==> src/design/tcm_consts.svh <==
`ifndef TCM_CONSTS_SVH
`define TCM_CONSTS_SVH

// Command word layout and reset value
`define TCM_CMD_RST        4'h0
`define TCM_CMD_MODE_HI    3
`define TCM_CMD_MODE_LO    2
`define TCM_CMD_RATE_HI    1
`define TCM_CMD_RATE_LO    0

// Count register
`define TCM_CNT_RST        12'h000
`define TCM_CNT_MAX        12'hFFF
`define TCM_CNT_ONE        12'h001

// Instruction cycle is eight base clocks
`define TCM_PHASE_RST      3'h0
`define TCM_PHASE_LAST     3'h7
`define TCM_PHASE_ONE      3'h1
`define TCM_INSTR_CLKS     8

// Internal rates: base clock over 2^(10 + 4*i)
`define TCM_RATE_BASE_BIT  9
`define TCM_RATE_STEP      4
`define TCM_DIV_W          22

`endif

==> src/design/tcm_pkg.sv <==
package tcm_pkg;

  // Order fixes the command codes 00, 01, 10, 11
  typedef enum logic [1:0] {
    TCM_MODE_STOP,
    TCM_MODE_EVENT,
    TCM_MODE_TIMER,
    TCM_MODE_PWIDTH
  } tcm_mode_t;

  typedef enum logic {
    TCM_RUN,
    TCM_STEAL
  } tcm_cpu_t;

endpackage : tcm_pkg

==> src/design/tcm_prescaler.sv <==
`timescale 1ns/10ps
`include "tcm_consts.svh"

module tcm_prescaler #(
  parameter int DIV_W  = `TCM_DIV_W,
  parameter int NRATES = 4
) (
  input  wire logic              clk_sys,
  input  wire logic              rst_n_s,
  output logic      [NRATES-1:0] rate_tick
);

  logic [DIV_W-1:0]  div_r;
  logic [NRATES-1:0] tap_prev_r;

  // Free running; never cleared by commands
  always_ff @(posedge clk_sys or negedge rst_n_s) begin
    if (!rst_n_s) begin
      div_r <= '0;
    end else begin
      div_r <= div_r + {{(DIV_W-1){1'b0}}, 1'b1};
    end
  end

  genvar gi;
  generate
    for (gi = 0; gi < NRATES; gi++) begin : g_rate
      localparam int TAP = `TCM_RATE_BASE_BIT + `TCM_RATE_STEP * gi;
      always_ff @(posedge clk_sys or negedge rst_n_s) begin
        if (!rst_n_s) begin
          tap_prev_r[gi] <= 1'b0;
          rate_tick[gi]  <= 1'b0;
        end else begin
          tap_prev_r[gi] <= div_r[TAP];
          // Rising edge of the divided pulse
          rate_tick[gi]  <= div_r[TAP] & ~tap_prev_r[gi];
        end
      end
    end
  endgenerate

endmodule : tcm_prescaler

==> src/design/tcm_timer.sv <==
`timescale 1ns/10ps
`include "tcm_consts.svh"

// Behaviour
// (RQ1) Event mode: count each rising edge of the event input pin.
// (RQ2) External source toggles no faster than base clock over 32.
// (RQ3) At highest event rate, one stolen cycle per four instruction cycles.
// (RQ4) Timer mode: count rising edges of the selected internal pulse.
// (RQ5) Four internal rates selected by the command rate field.
// (RQ6) Fastest rate, base clock over 1024, steals one per 128 cycles.
// (RQ7) Software preloads 4096 minus interval times rate, then awaits overflow.
// (RQ8) Pulse width mode: sample the input with the selected internal rate.
// (RQ9) Pulse width mode: count only while input high, hold while low.
// (RQ10) Measured signal should change much slower than the sampling rate.
// (RQ11) Overflow pulse when count wraps FFF to 000; counting continues.
// (RQ12) Counting starts at first count pulse edge after a command write.
// (RQ13) Each count steals one instruction cycle, stalling instruction and interrupts.
// (RQ14) Simultaneous requests: first counter served, second next instruction cycle.
// (RQ15) Event input synchronised before edge detection or level sampling.
module tcm_timer (
  input  wire logic        clk_sys,
  input  wire logic        rstn,
  input  wire logic        event_input_pin,
  input  wire logic        cmd1_wr,
  input  wire logic [3:0]  cmd1_data,
  input  wire logic        cmd2_wr,
  input  wire logic [3:0]  cmd2_data,
  input  wire logic        load1_wr,
  input  wire logic        load2_wr,
  input  wire logic [11:0] load_data,
  output logic      [11:0] first_count,
  output logic      [11:0] second_count,
  output logic             first_overflow,
  output logic             second_overflow,
  output logic             cpu_stall,
  output logic             instr_end
);

  logic [1:0]  rst_sync_r;
  logic        rst_n_s;
  logic [3:0]  rate_tick;
  logic [3:0]  cmd1_r;
  logic [3:0]  cmd2_r;
  logic [2:0]  ev_sync_r;
  logic        ev_level;
  logic        ev_rise;
  logic        tick1;
  logic        tick2;
  logic        pulse1;
  logic        pulse2;
  logic        req1_r;
  logic        req2_r;
  logic        serve1;
  logic        serve2;
  logic [2:0]  phase_r;
  logic        boundary;
  tcm_pkg::tcm_mode_t mode1;
  tcm_pkg::tcm_mode_t mode2;
  tcm_pkg::tcm_cpu_t  cpu_r;

  always_ff @(posedge clk_sys or negedge rstn) begin
    if (!rstn) begin
      rst_sync_r <= 2'h0;
    end else begin
      rst_sync_r <= {rst_sync_r[0], 1'b1};
    end
  end
  assign rst_n_s = rst_sync_r[1];

  tcm_prescaler u_prescaler (
    .clk_sys   (clk_sys),
    .rst_n_s   (rst_n_s),
    .rate_tick (rate_tick)
  );

  always_ff @(posedge clk_sys or negedge rst_n_s) begin
    if (!rst_n_s) begin
      cmd1_r <= `TCM_CMD_RST;
      cmd2_r <= `TCM_CMD_RST;
    end else begin
      if (cmd1_wr) begin
        cmd1_r <= cmd1_data;
      end
      if (cmd2_wr) begin
        cmd2_r <= cmd2_data;
      end
    end
  end

  assign mode1 = tcm_pkg::tcm_mode_t'(cmd1_r[`TCM_CMD_MODE_HI:`TCM_CMD_MODE_LO]);
  assign mode2 = tcm_pkg::tcm_mode_t'(cmd2_r[`TCM_CMD_MODE_HI:`TCM_CMD_MODE_LO]);
  // (RQ5) Rate field select
  assign tick1 = rate_tick[cmd1_r[`TCM_CMD_RATE_HI:`TCM_CMD_RATE_LO]];
  assign tick2 = rate_tick[cmd2_r[`TCM_CMD_RATE_HI:`TCM_CMD_RATE_LO]];

  // (RQ15) Two-flop sync, third for edge
  always_ff @(posedge clk_sys or negedge rst_n_s) begin
    if (!rst_n_s) begin
      ev_sync_r <= 3'h0;
    end else begin
      ev_sync_r <= {ev_sync_r[1:0], event_input_pin};
    end
  end
  assign ev_level = ev_sync_r[1];
  assign ev_rise  = ev_sync_r[1] & ~ev_sync_r[2];

  // (RQ4) First counter is timer only; other codes stop it
  assign pulse1 = (mode1 == tcm_pkg::TCM_MODE_TIMER) & tick1;

  always_comb begin
    pulse2 = 1'b0;
    unique case (mode2)
      tcm_pkg::TCM_MODE_STOP:   pulse2 = 1'b0;
      // (RQ1) Pin edge counts
      tcm_pkg::TCM_MODE_EVENT:  pulse2 = ev_rise;
      // (RQ4) Internal pulse counts
      tcm_pkg::TCM_MODE_TIMER:  pulse2 = tick2;
      // (RQ8) (RQ9) Sampled level gates tick
      tcm_pkg::TCM_MODE_PWIDTH: pulse2 = tick2 & ev_level;
    endcase
  end

  // Instruction cycle phase
  always_ff @(posedge clk_sys or negedge rst_n_s) begin
    if (!rst_n_s) begin
      phase_r <= `TCM_PHASE_RST;
    end else begin
      phase_r <= phase_r + `TCM_PHASE_ONE;
    end
  end
  assign boundary  = (phase_r == `TCM_PHASE_LAST);
  assign instr_end = boundary;

  // (RQ14) First counter has priority
  assign serve1 = boundary & req1_r;
  assign serve2 = boundary & req2_r & ~req1_r;

  // (RQ12) Write discards stale request; new pulse wins
  always_ff @(posedge clk_sys or negedge rst_n_s) begin
    if (!rst_n_s) begin
      req1_r <= 1'b0;
      req2_r <= 1'b0;
    end else begin
      if (pulse1) begin
        req1_r <= 1'b1;
      end else if (serve1 || cmd1_wr) begin
        req1_r <= 1'b0;
      end
      if (pulse2) begin
        req2_r <= 1'b1;
      end else if (serve2 || cmd2_wr) begin
        req2_r <= 1'b0;
      end
    end
  end

  // (RQ13) (RQ3) (RQ6) One stolen instruction cycle per count
  always_ff @(posedge clk_sys or negedge rst_n_s) begin
    if (!rst_n_s) begin
      cpu_r <= tcm_pkg::TCM_RUN;
    end else if (boundary) begin
      cpu_r <= (serve1 || serve2) ? tcm_pkg::TCM_STEAL : tcm_pkg::TCM_RUN;
    end
  end
  assign cpu_stall = (cpu_r == tcm_pkg::TCM_STEAL);

  // (RQ11) Wrap pulses overflow and keeps counting
  always_ff @(posedge clk_sys or negedge rst_n_s) begin
    if (!rst_n_s) begin
      first_count     <= `TCM_CNT_RST;
      first_overflow  <= 1'b0;
    end else begin
      first_overflow <= serve1 & ~load1_wr & (first_count == `TCM_CNT_MAX);
      if (load1_wr) begin
        first_count <= load_data;
      end else if (serve1) begin
        first_count <= first_count + `TCM_CNT_ONE;
      end
    end
  end

  // (RQ11) Same for second counter
  always_ff @(posedge clk_sys or negedge rst_n_s) begin
    if (!rst_n_s) begin
      second_count    <= `TCM_CNT_RST;
      second_overflow <= 1'b0;
    end else begin
      second_overflow <= serve2 & ~load2_wr & (second_count == `TCM_CNT_MAX);
      if (load2_wr) begin
        second_count <= load_data;
      end else if (serve2) begin
        second_count <= second_count + `TCM_CNT_ONE;
      end
    end
  end
endmodule : tcm_timer
==> config.mk <==
export PLATFORM = sky130hd
export DESIGN_NAME = tcm_timer
export DESIGN_NICKNAME = d
export VERILOG_FILES = /design/src/design/tcm_pkg.sv /design/src/design/tcm_prescaler.sv /design/src/design/tcm_timer.sv
export VERILOG_INCLUDE_DIRS = /design/src /design/src/design
export SDC_FILE = /design/constraint.sdc
export NUM_CORES = 1
export LEC_CHECK = 0
export BUFFER_PORTS_ARGS = -buffer_cell sky130_fd_sc_hd__buf_2
export CORE_ASPECT_RATIO = 0.6
export CORE_UTILIZATION = 55
export CTS_CLUSTER_SIZE = 20
export DETAILED_ROUTE_END_ITERATION = 10
export HOLD_SLACK_MARGIN = 0.15
export PLACE_DENSITY = 0.86
export SLEW_MARGIN = 30
export SYNTH_ARGS = -nofsm -noshare
export SYNTH_HDL_FRONTEND = slang
export SYNTH_SLANG_ARGS = --single-unit
export TNS_END_PERCENT = 10
==> constraint.sdc <==
create_clock -name clk_sys -period 2.5 [get_ports clk_sys]
set_clock_uncertainty 0.05 [all_clocks]
set_input_delay 0.125 -clock clk_sys [delete_from_list [all_inputs] [get_ports clk_sys]]
set_output_delay 0.125 -clock clk_sys [all_outputs]
set_load 0.03 [all_outputs]
==> results of run 1 <==
-- stage by stage --
stage,setup slack (ns),power (mW),hold slack [ns],cell area [um^2]
final,0.510,2.83,0.179,4230
after global routing,0.342,2.94,0.200,4230
after CTS,0.540,2.83,0.157,4230
after detailed placement,0.579,1.66,-0.137,3610
after global placement,0.635,1.64,-0.139,3610
after floorplan,0.207,1.54,-0.221,3240
-- worst paths after layout --
check                         startpoint                to  slack, ns
min reg2reg                rst_sync_r[1]            req1_r       0.22
max reg2reg                   phase_r[0]   first_count[10]       0.51
max in group asynchronous  rst_sync_r[1]  second_count[10]       1.33
max                           phase_r[0]   first_count[10]       0.51
min                             load1_wr    first_count[7]       0.18
min in group asynchronous  rst_sync_r[1]            req1_r       0.22
-- registers in the layout, indices dropped and copies added (netlist names) --
register / cells
cmd1_r: 4
cmd2_r: 4
cpu_stall: 1
ev_sync_r: 3
first_count: 12
first_overflow: 1
phase_r: 3
req1_r: 1
req2_r: 1
rst_sync_r: 2
second_count: 12
second_overflow: 1
u_prescaler.div_r: 22
u_prescaler.rate_tick: 4
u_prescaler.tap_prev_r: 4
-- layout make-up --
type	count	share of cell area
Inverter	13	0.0115
Sequential cell	75	0.444
Timing Repair Buffer	95	0.159
Clock inverter	4	0.0234
Clock buffer	11	0.0335
Multi-Input combinational cell	197	0.304
Tap cell	80	0.0237
-- power breakdown --
part           internal (mW)  switching [mW]  total (mW)
Clock                  0.687           0.435        1.12
Combinational          0.152           0.205       0.357
Sequential              1.27          0.0828        1.35
Total                   2.11           0.723        2.83
-- layout by cell type, fill, tap and decap left out, drive strengths merged, types with 2 or more instances in the layout --
master / count
mux2: 10
ha: 5
bufinv: 3
nand3b: 2
dlygate4sd3: 38
nand4b: 2
nor4: 5
inv: 13
xor2: 11
nand2: 42
mux2i: 3
clkbuf: 11
nor3: 13
dfrtp: 75
nor2: 13
o21ai: 22
nand3: 14
buf: 57
xnor2: 31
nand4: 9
nor2b: 4
-- per-layer routing --
metal	routed length, um	track usage
met1	3470	0.378
met2	3820	0.447
met3	755	0.121
met4	197	0.151
met5	0	0
-- what timing repair did --
| item | CTS | global route |
|---|---|---|
| buffers inserted | 0 | 0 |
| hold buffers | 38 | 0 |
| hold endpoints to repair | 36 | 0 |
| endpoints found under the setup margin | 0 | 0 |
-- kinds of logic after synthesis --
logic type	after synthesis	synth area share
AOI/OAI and AO/OA	27	0.0468
xor gates and xnor gates	42	0.114
adders and majority gates	5	0.0193
buffers and inverters	18	0.0232
DFF	75	0.580
muxes	14	0.0510
other	1	0.00116
and+or+nand+nor	108	0.165
-- worst max-delay path: cells and delay by family (launching register included) --
kind                     cells  cell delay (ns)
multiplexers                 1             0.27
adder cells (fa/ha/maj)      2             0.46
AND/OR/NAND/NOR              2             0.62
flip-flops                   1             0.36
XOR/XNOR                     1             0.12
==> impl_metrics.toml, run 1 <==
[worst_setup_path]
slowest_stage = "nor4_1"
crit_type = "reg -> reg"
cp_cell_sequence = "ha_1, ha_1, nand3_1, nor4_1, xor2_1, mux2_2"
crit_path_max_fanout = 5
critPathMaxStageDelay_ns = 0.37
worst_ep_arrival_time_ns = 2.18
r2r_cells = 6
critPathLaunchType = "register"
end_kind = "register"
critPathRequiredTime_ns = 2.69
path_common_cell = "ha_1"

[timing]
worst_pin_slew_ns = 0.607
fmax_mhz = 502
drv_slew = 0
min_period_ns = 1.99
setup_violations = 0
period_share = 0.796
hold_viol = 0
fin_tns_setup_ns = 0
rsz0062_at_grt = "false"
slew_headroom = 0.595

[yosys]
synth.most_common_cell = "dfrtp_1"
synth_top_area_cell = "dfrtp_1"
async_flop_share = 1.00
ys.flop_type = "dfrtp_1"
synth_commonest_cells = "75 x dfrtp_1, 42 x nand2_1, 31 x xnor2_1, 21 x o21ai_0, 14 x nand3_1"
synth_edf_count = 0
ys_top_cells_by_area = "dfrtp_1 58%, xnor2_1 8.4%, nand2_1 4.9%"
synth_cell_types = 32
synth.yosys.seq_area_share = 0.580
avgSynthCellArea_um2 = 11.2
syn_area_mm2 = 0.00324
ys_seq_elements = 75
netlist.area_leader.share = 0.580
yosysWarnings = 0
syn_nets = 322
syn_inst = 290

[layout]
utilization = 0.752
seqCellArea_mm2 = 0.00188
nets = 423
syn_to_final_growth_pct = 30.5
diodes = 0
drive_gt1_frac = 0.218
fin_cells = 475
n_fill_cell = 367
multi_input_area_mm2 = 0.00129

[place]
dp.cells = 422
routabilityCongestion = 0.835
dp_hpwl_mm = 5.01
io_buffers = 54

[die]
ioPinCount = 55
die_w_um = 101
dieArea_mm2 = 0.00621
core_mm2 = 0.00562
die_h_um = 61.4
start_util = 0.576
rows = 21

[detailed_routing]
viasPerCell = 5.49
wirelength_mm = 8.25
drtAntennaViolNets = 0
wl_per_cell_um = 17.4
drtIter0Drc = 237
firstDrtPassIters = 4
vias = 2610
drc = 0

[power_and_ir_drop]
peakVddDrop_mv = 0.434
leakagePower_nw = 1.96
power.density_mw_per_mm2 = 670

[clock_network]
clockBufferDepth = 2
cts.sink_count = 75
clk-insertion-delay-late_ns = 0.35
cts_made_buffers = 9
cts_tree = "built"
root_buffer = "clkbuf_8"
cts.reportedPaths.clkPinSlew_ns = 0.08
ctsResizeCount = 0
htree_levels = 3

[global_routing]
grt_pass1_vias = 2606
gr-usage-all-layers = 0.296
overflow = 0
grt_max_degree = 34
grt_pass1_wl_mm = 12.9
antenna_found_initial = 0

[min_path]
hold_path_depth = 3
hp-class = "in -> reg"

[outcome]
outcome = "complete, no violations"

[job]
drv_cap = 0
Note: power is estimated with default switching activity, not from simulation.
==> inputs of run 2 (changes only) <==
==> constraint.sdc (replaced) <==
create_clock -name clk_sys -period 2.1 [get_ports clk_sys]
set_clock_uncertainty 0.05 [all_clocks]
set_input_delay 0.105 -clock clk_sys [delete_from_list [all_inputs] [get_ports clk_sys]]
set_output_delay 0.105 -clock clk_sys [all_outputs]
set_load 0.03 [all_outputs]
==> run 2 against run 1 <==
Net effect: cell count increased by 1.3%; final area increased by 1.5%; via count decreased by 0.77%; wire length increased by 2.4%; global-route usage decreased by 0.88 points; clock-buffer cell count unchanged; largest power group unchanged; combinational power increased by 25%; first-iteration DRC count increased by 2.1%; die area unchanged.
==> impl_metrics.toml, run 2 (same netlist as run 1, synthesis figures left out) <==
[place]
dp_hpwl_mm = 4.79
dp.cells = 422
io_buffers = 54
routabilityCongestion = 0.837
place_area_mm2 = 0.00362

[global_routing]
busiest_layer = "met2"
met3_usage = 0.0931
gr-usage-all-layers = 0.288
grt_pass1_wl_mm = 12.5
grtUsageMet1 = 0.367
overflow = 0
antenna_found_initial = 0
grt_max_degree = 74
gr-usage-met2 = 0.458
grt_pass1_vias = 2512

[layout]
nets = 428
largest-register = "u_prescaler.div_r"
drive_gt1_frac = 0.222
syn_to_final_growth_pct = 32.5
fin_cells = 481
reg.largest.list = "u_prescaler.div_r x22, first_count x12, second_count x12"
diodes = 0
largest_reg_flops = 22
final_common_cell = "dfrtp_1"
final_cell_mix = "74 x dfrtp_1, 53 x buf_2, 43 x dlygate4sd3_1"
fin_area_mm2 = 0.00429
n_fill_cell = 353

[die]
die_h_um = 61.4
core_mm2 = 0.00562
ioPinCount = 55
dieArea_mm2 = 0.00621
die_w_um = 101
start_util = 0.576
rows = 21

[detailed_routing]
wl_per_cell_um = 17.6
drtIter0Drc = 242
drtAntennaViolNets = 0
drc = 0
wirelength_mm = 8.44
vias = 2590
firstDrtPassIters = 4
viasPerCell = 5.38

[clock_network]
cts_made_buffers = 9
cts_tree = "built"
clockBufferDepth = 2
root_buffer = "clkbuf_8"
clk-insertion-delay-late_ns = 0.36
cts.sink_count = 75
cts.reportedPaths.clkPinSlew_ns = 0.09
htree_levels = 3

[worst_setup_path]
critPathLaunchType = "primary input"
worst_ep_arrival_time_ns = 2.26
crit_type = "in -> reg"
critPathRequiredTime_ns = 2.33
end_kind = "register"
crit_path_max_fanout = 24

[timing]
min_period_ns = 2.03
fmax_mhz = 492
drv_slew = 0
fin_tns_setup_ns = 0
setup_violations = 0
period_share = 0.968
worst_pin_slew_ns = 0.494
hold_viol = 0
slew_headroom = 0.668
rsz0062_at_grt = "false"

[min_path]
hp-class = "reg -> async"

[power_and_ir_drop]
totalPowerFinal_mw = 3.29
peakVddDrop_mv = 0.792
power.density_mw_per_mm2 = 767
leakagePower_nw = 1.98

[outcome]
outcome = "complete, no violations"

[job]
drv_cap = 0
==> run 2: cell count changes in the layout (fill, tap and decap cells not counted) <==
cell	change
clkbuf_8	+1
ha_4	+1
o21ai_0	-1
clkbuf_1	-1
clkinv_2	+3
dlygate4sd3_1	+5
clkinv_4	-1
o21ai_1	+1
buf_2	-1
bufinv_16	-1
ha_1	-1
buf_12	+1
==> run 2: critical path, stage by stage <==
cell           delay (ns)
dlygate4sd3_1        0.55
buf_4                0.25
nand2_1              0.09
dlygate4sd3_1        0.57
o21ai_1              0.10
dlygate4sd3_1        0.59
==> run 2: power by group <==
group	switching (mW)	internal, mW
sequential	0.0826	1.51
clock	0.519	0.728
combinational	0.256	0.190
total	0.858	2.43
==> run 2: final cells by class <==
class / count / area, um^2 / area share
Tap cell: 80 / 100 / 0.0233
Clock inverter: 5 / 75.1 / 0.0175
Clock buffer: 11 / 151 / 0.0353
Inverter: 13 / 48.8 / 0.0114
Sequential cell: 75 / 1880 / 0.438
Timing Repair Buffer: 100 / 738 / 0.172
Multi-Input combinational cell: 197 / 1300 / 0.303
==> run 2: timing repair <==
action,4_1_cts,5_1_grt
setup buffers,0,0
endpoints found under the hold margin,37,0
endpoints found under the setup margin,0,6
hold buffers,43,0
gates resized for setup,0,5
==> run 2: through the flow <==
step                setup slack (ns)  hold slack, ns   util
global route                 0.00700           0.274  0.763
global placement               0.214          -0.159  0.644
CTS                           0.0545           0.264  0.760
detailed placement            0.0884          -0.156  0.644
floorplan                     0.0941          -0.241      -
finish                        0.0671           0.226  0.763
==> run 2: final timing paths <==
path,from,end,slack (ns),cells after the start
max,load2_wr,second_count[2],0.07,6
min,rst_sync_r[1],cmd2_r[2],0.23,1
max reg2reg,phase_r[0],first_count[8],0.08,7
min reg2reg,rst_sync_r[1],cmd2_r[2],0.23,1
max in group asynchronous,rstn,rst_sync_r[1],1.30,3
min in group clk_sys,rst_sync_r[0],rst_sync_r[1],0.30,0
==> run 2: routing by layer <==
metal  vias to the layer above  wire length (um)
met3                        22               722
li1                       1198                 -
met2                       129              3970
met4                         0               254
met1                      1241              3500
met5                         -                 0
==> inputs of run 3 (changes only) <==
--- a/config.mk
+++ b/config.mk
@@ -8,11 +8,11 @@
 export LEC_CHECK = 0
 export BUFFER_PORTS_ARGS = -buffer_cell sky130_fd_sc_hd__buf_2
 export CORE_ASPECT_RATIO = 0.6
-export CORE_UTILIZATION = 55
+export CORE_UTILIZATION = 45
 export CTS_CLUSTER_SIZE = 20
 export DETAILED_ROUTE_END_ITERATION = 10
 export HOLD_SLACK_MARGIN = 0.15
-export PLACE_DENSITY = 0.86
+export PLACE_DENSITY = 0.74
 export SLEW_MARGIN = 30
 export SYNTH_ARGS = -nofsm -noshare
 export SYNTH_HDL_FRONTEND = slang
==> run 3 against run 2 <==
Net effect: the flow now finishes with violations (DRC); wire length fell by 12%; final area grew 2.4%; non-clock buffer count fell by 1; critical endpoint is now second_count[11].
==> impl_metrics.toml, run 3 (same netlist as run 1, synthesis figures left out) <==
[place]
io_buffers = 54
dp_hpwl_mm = 4.85
routabilityCongestion = 0.787

[die]
core_mm2 = 0.00682
dieArea_mm2 = 0.00755
ioPinCount = 55
rows = 23
start_util = 0.475
die_h_um = 67.7
die_w_um = 112

[timing]
slew_headroom = 0.645
hold_viol = 0
drv_slew = 0
fin_tns_setup_ns = 0
worst_pin_slew_ns = 0.532
hold_ws_ns = 0.175
fmax_mhz = 517
setup_violations = 0
period_share = 0.922
rsz0062_at_grt = "false"
min_period_ns = 1.94

[worst_setup_path]
path_common_cell = "ha_1"
crit_path_max_fanout = 5
reg2reg_to = "second_count[11]"
critPathMaxStageDelay_ns = 0.35
critPathLaunchType = "register"
r2r_cells = 6
end_kind = "register"
reg2reg_slack_ns = 0.16
crit_cells = 6
crit_start = "phase_r[0]"
worst_ep_arrival_time_ns = 2.11
critPathRequiredTime_ns = 2.27
worst-path-buf-inv = 0
cp_top_family = "simple AND/OR/NAND/NOR gates"
crit_end = "second_count[11]"
worstReg2RegStart = "phase_r[0]"
crit_type = "reg -> reg"
cp_cell_sequence = "ha_1, ha_1, nand4b_1, nor4_1, xor2_1, mux2_2"
slowest_stage = "nor4_1"

[detailed_routing]
vias = 2472
wirelength_mm = 7.41
viasPerCell = 5.08
firstDrtPassIters = 7
wl_per_cell_um = 15.2
drc = 4
drtAntennaViolNets = 0
drtIter0Drc = 173

[power_and_ir_drop]
power_frac_comb = 0.110
leakagePower_nw = 2.02
seqPwrFrac = 0.421
totalPowerFinal_mw = 3.81
p_int_mw = 2.87
peakVddDrop_mv = 0.723
pwr-share-clk = 0.469
p_sw_frac = 0.247
p_switching_mw = 0.942
power.density_mw_per_mm2 = 868

[clock_network]
root_buffer = "clkbuf_16"
clockBufferDepth = 2
htree_levels = 3
cts_made_buffers = 9
cts.sink_count = 75
cts.reportedPaths.clkPinSlew_ns = 0.07
clk-insertion-delay-late_ns = 0.34
cts_tree = "built"
post_cts_buffers = 0

[global_routing]
overflow = 0
antenna_found_initial = 0
grt_max_degree = 44
grt_pass1_wl_mm = 11.8
gr-usage-all-layers = 0.214
grt_pass1_vias = 2320

[layout]
drive_gt1_frac = 0.223
diodes = 0
n_fill_cell = 512
largest-register = "u_prescaler.div_r"
syn_to_final_growth_pct = 35.7
final_common_cell = "dfrtp_1"
seqCellArea_mm2 = 0.00188
nets = 427
multi_input_area_mm2 = 0.00129
reg.largest.list = "u_prescaler.div_r x22, first_count x12, second_count x12"
final_cell_mix = "74 x dfrtp_1, 54 x buf_2, 42 x nand2_1"
largest_reg_flops = 22

[job]
drv_cap = 0

[outcome]
outcome = "complete, but fails checks"
violations = "DRC"

[min_path]
hp-class = "in -> reg"
-- run 3: cell types whose count changed in the layout (fill, tap and decap cells not counted), sizes merged --
cell         previous run  this run
clkbuf                 11         9
clkinv                  3         1
dlygate4sd3            43        41
inv                    13        15
buf                    57        58
bufinv                  2         3
clkinvlp                0         1
-- run 3: how the worst min path moves through the flow --
| stage | startpoint | to | slack, ns | depth (start not counted) |
|---|---|---|---|---|
| after floorplan | rstn | rst_sync_r[0] | -0.24 | 0 |
| after global placement | rstn | rst_sync_r[0] | -0.16 | 1 |
| after detailed placement | rstn | rst_sync_r[0] | -0.16 | 1 |
| after CTS | cmd2_wr | req2_r | 0.18 | 3 |
| after global routing | cmd2_wr | req2_r | 0.22 | 3 |
| final | cmd2_wr | req2_r | 0.17 | 3 |
-- run 3: cell type report --
type	count	share of cell area
Sequential cell	75	0.427
Tap cell	87	0.0248
Inverter	13	0.0111
Timing Repair Buffer	99	0.165
Clock inverter	7	0.0282
Multi-Input combinational cell	197	0.293
Clock buffer	9	0.0513
-- run 3: worst min-delay path: stages --
cell	delay (ns)
buf_2	0.16
a211o_2	0.12
o311ai_0	0.12
-- run 3: what timing repair did --
action,4_1_cts,5_1_grt
hold endpoints to repair,36,0
resized for setup,0,0
hold buffers,41,0
-- run 3: stage by stage --
| step | setup WS [ns] | utilization | std cells | instance area (um^2) |
|---|---|---|---|---|
| 3_3_place_gp | 0.241 | 0.533 | 430 | 3630 |
| 3_5_place_dp | 0.213 | 0.533 | 430 | 3630 |
| 6_report | 0.165 | 0.644 | 487 | 4390 |
| 5_1_grt | 0.0635 | 0.644 | 487 | 4390 |
| 4_1_cts | 0.193 | 0.644 | 487 | 4390 |
| 2_1_floorplan | 0.0941 | - | 290 | 3240 |
-- run 3: power groups by stage --
stage / logic [mW] / registers [mW] / clock network (mW)
floorplan: 0.117 / 1.72 / 0
global placement: 0.338 / 1.63 / 0
detailed placement: 0.344 / 1.63 / 0
CTS: 0.414 / 1.60 / 1.82
global route: 0.456 / 1.61 / 1.88
finish: 0.418 / 1.60 / 1.79
-- run 3: routing by layer --
metal  GRT usage  routed length (um)  vias up
met1       0.296                3620     1166
met2       0.298                3120       76
li1            -                   -     1211
met4      0.0760                 148        0
met5           0                   0        -
met3      0.0898                 514       19
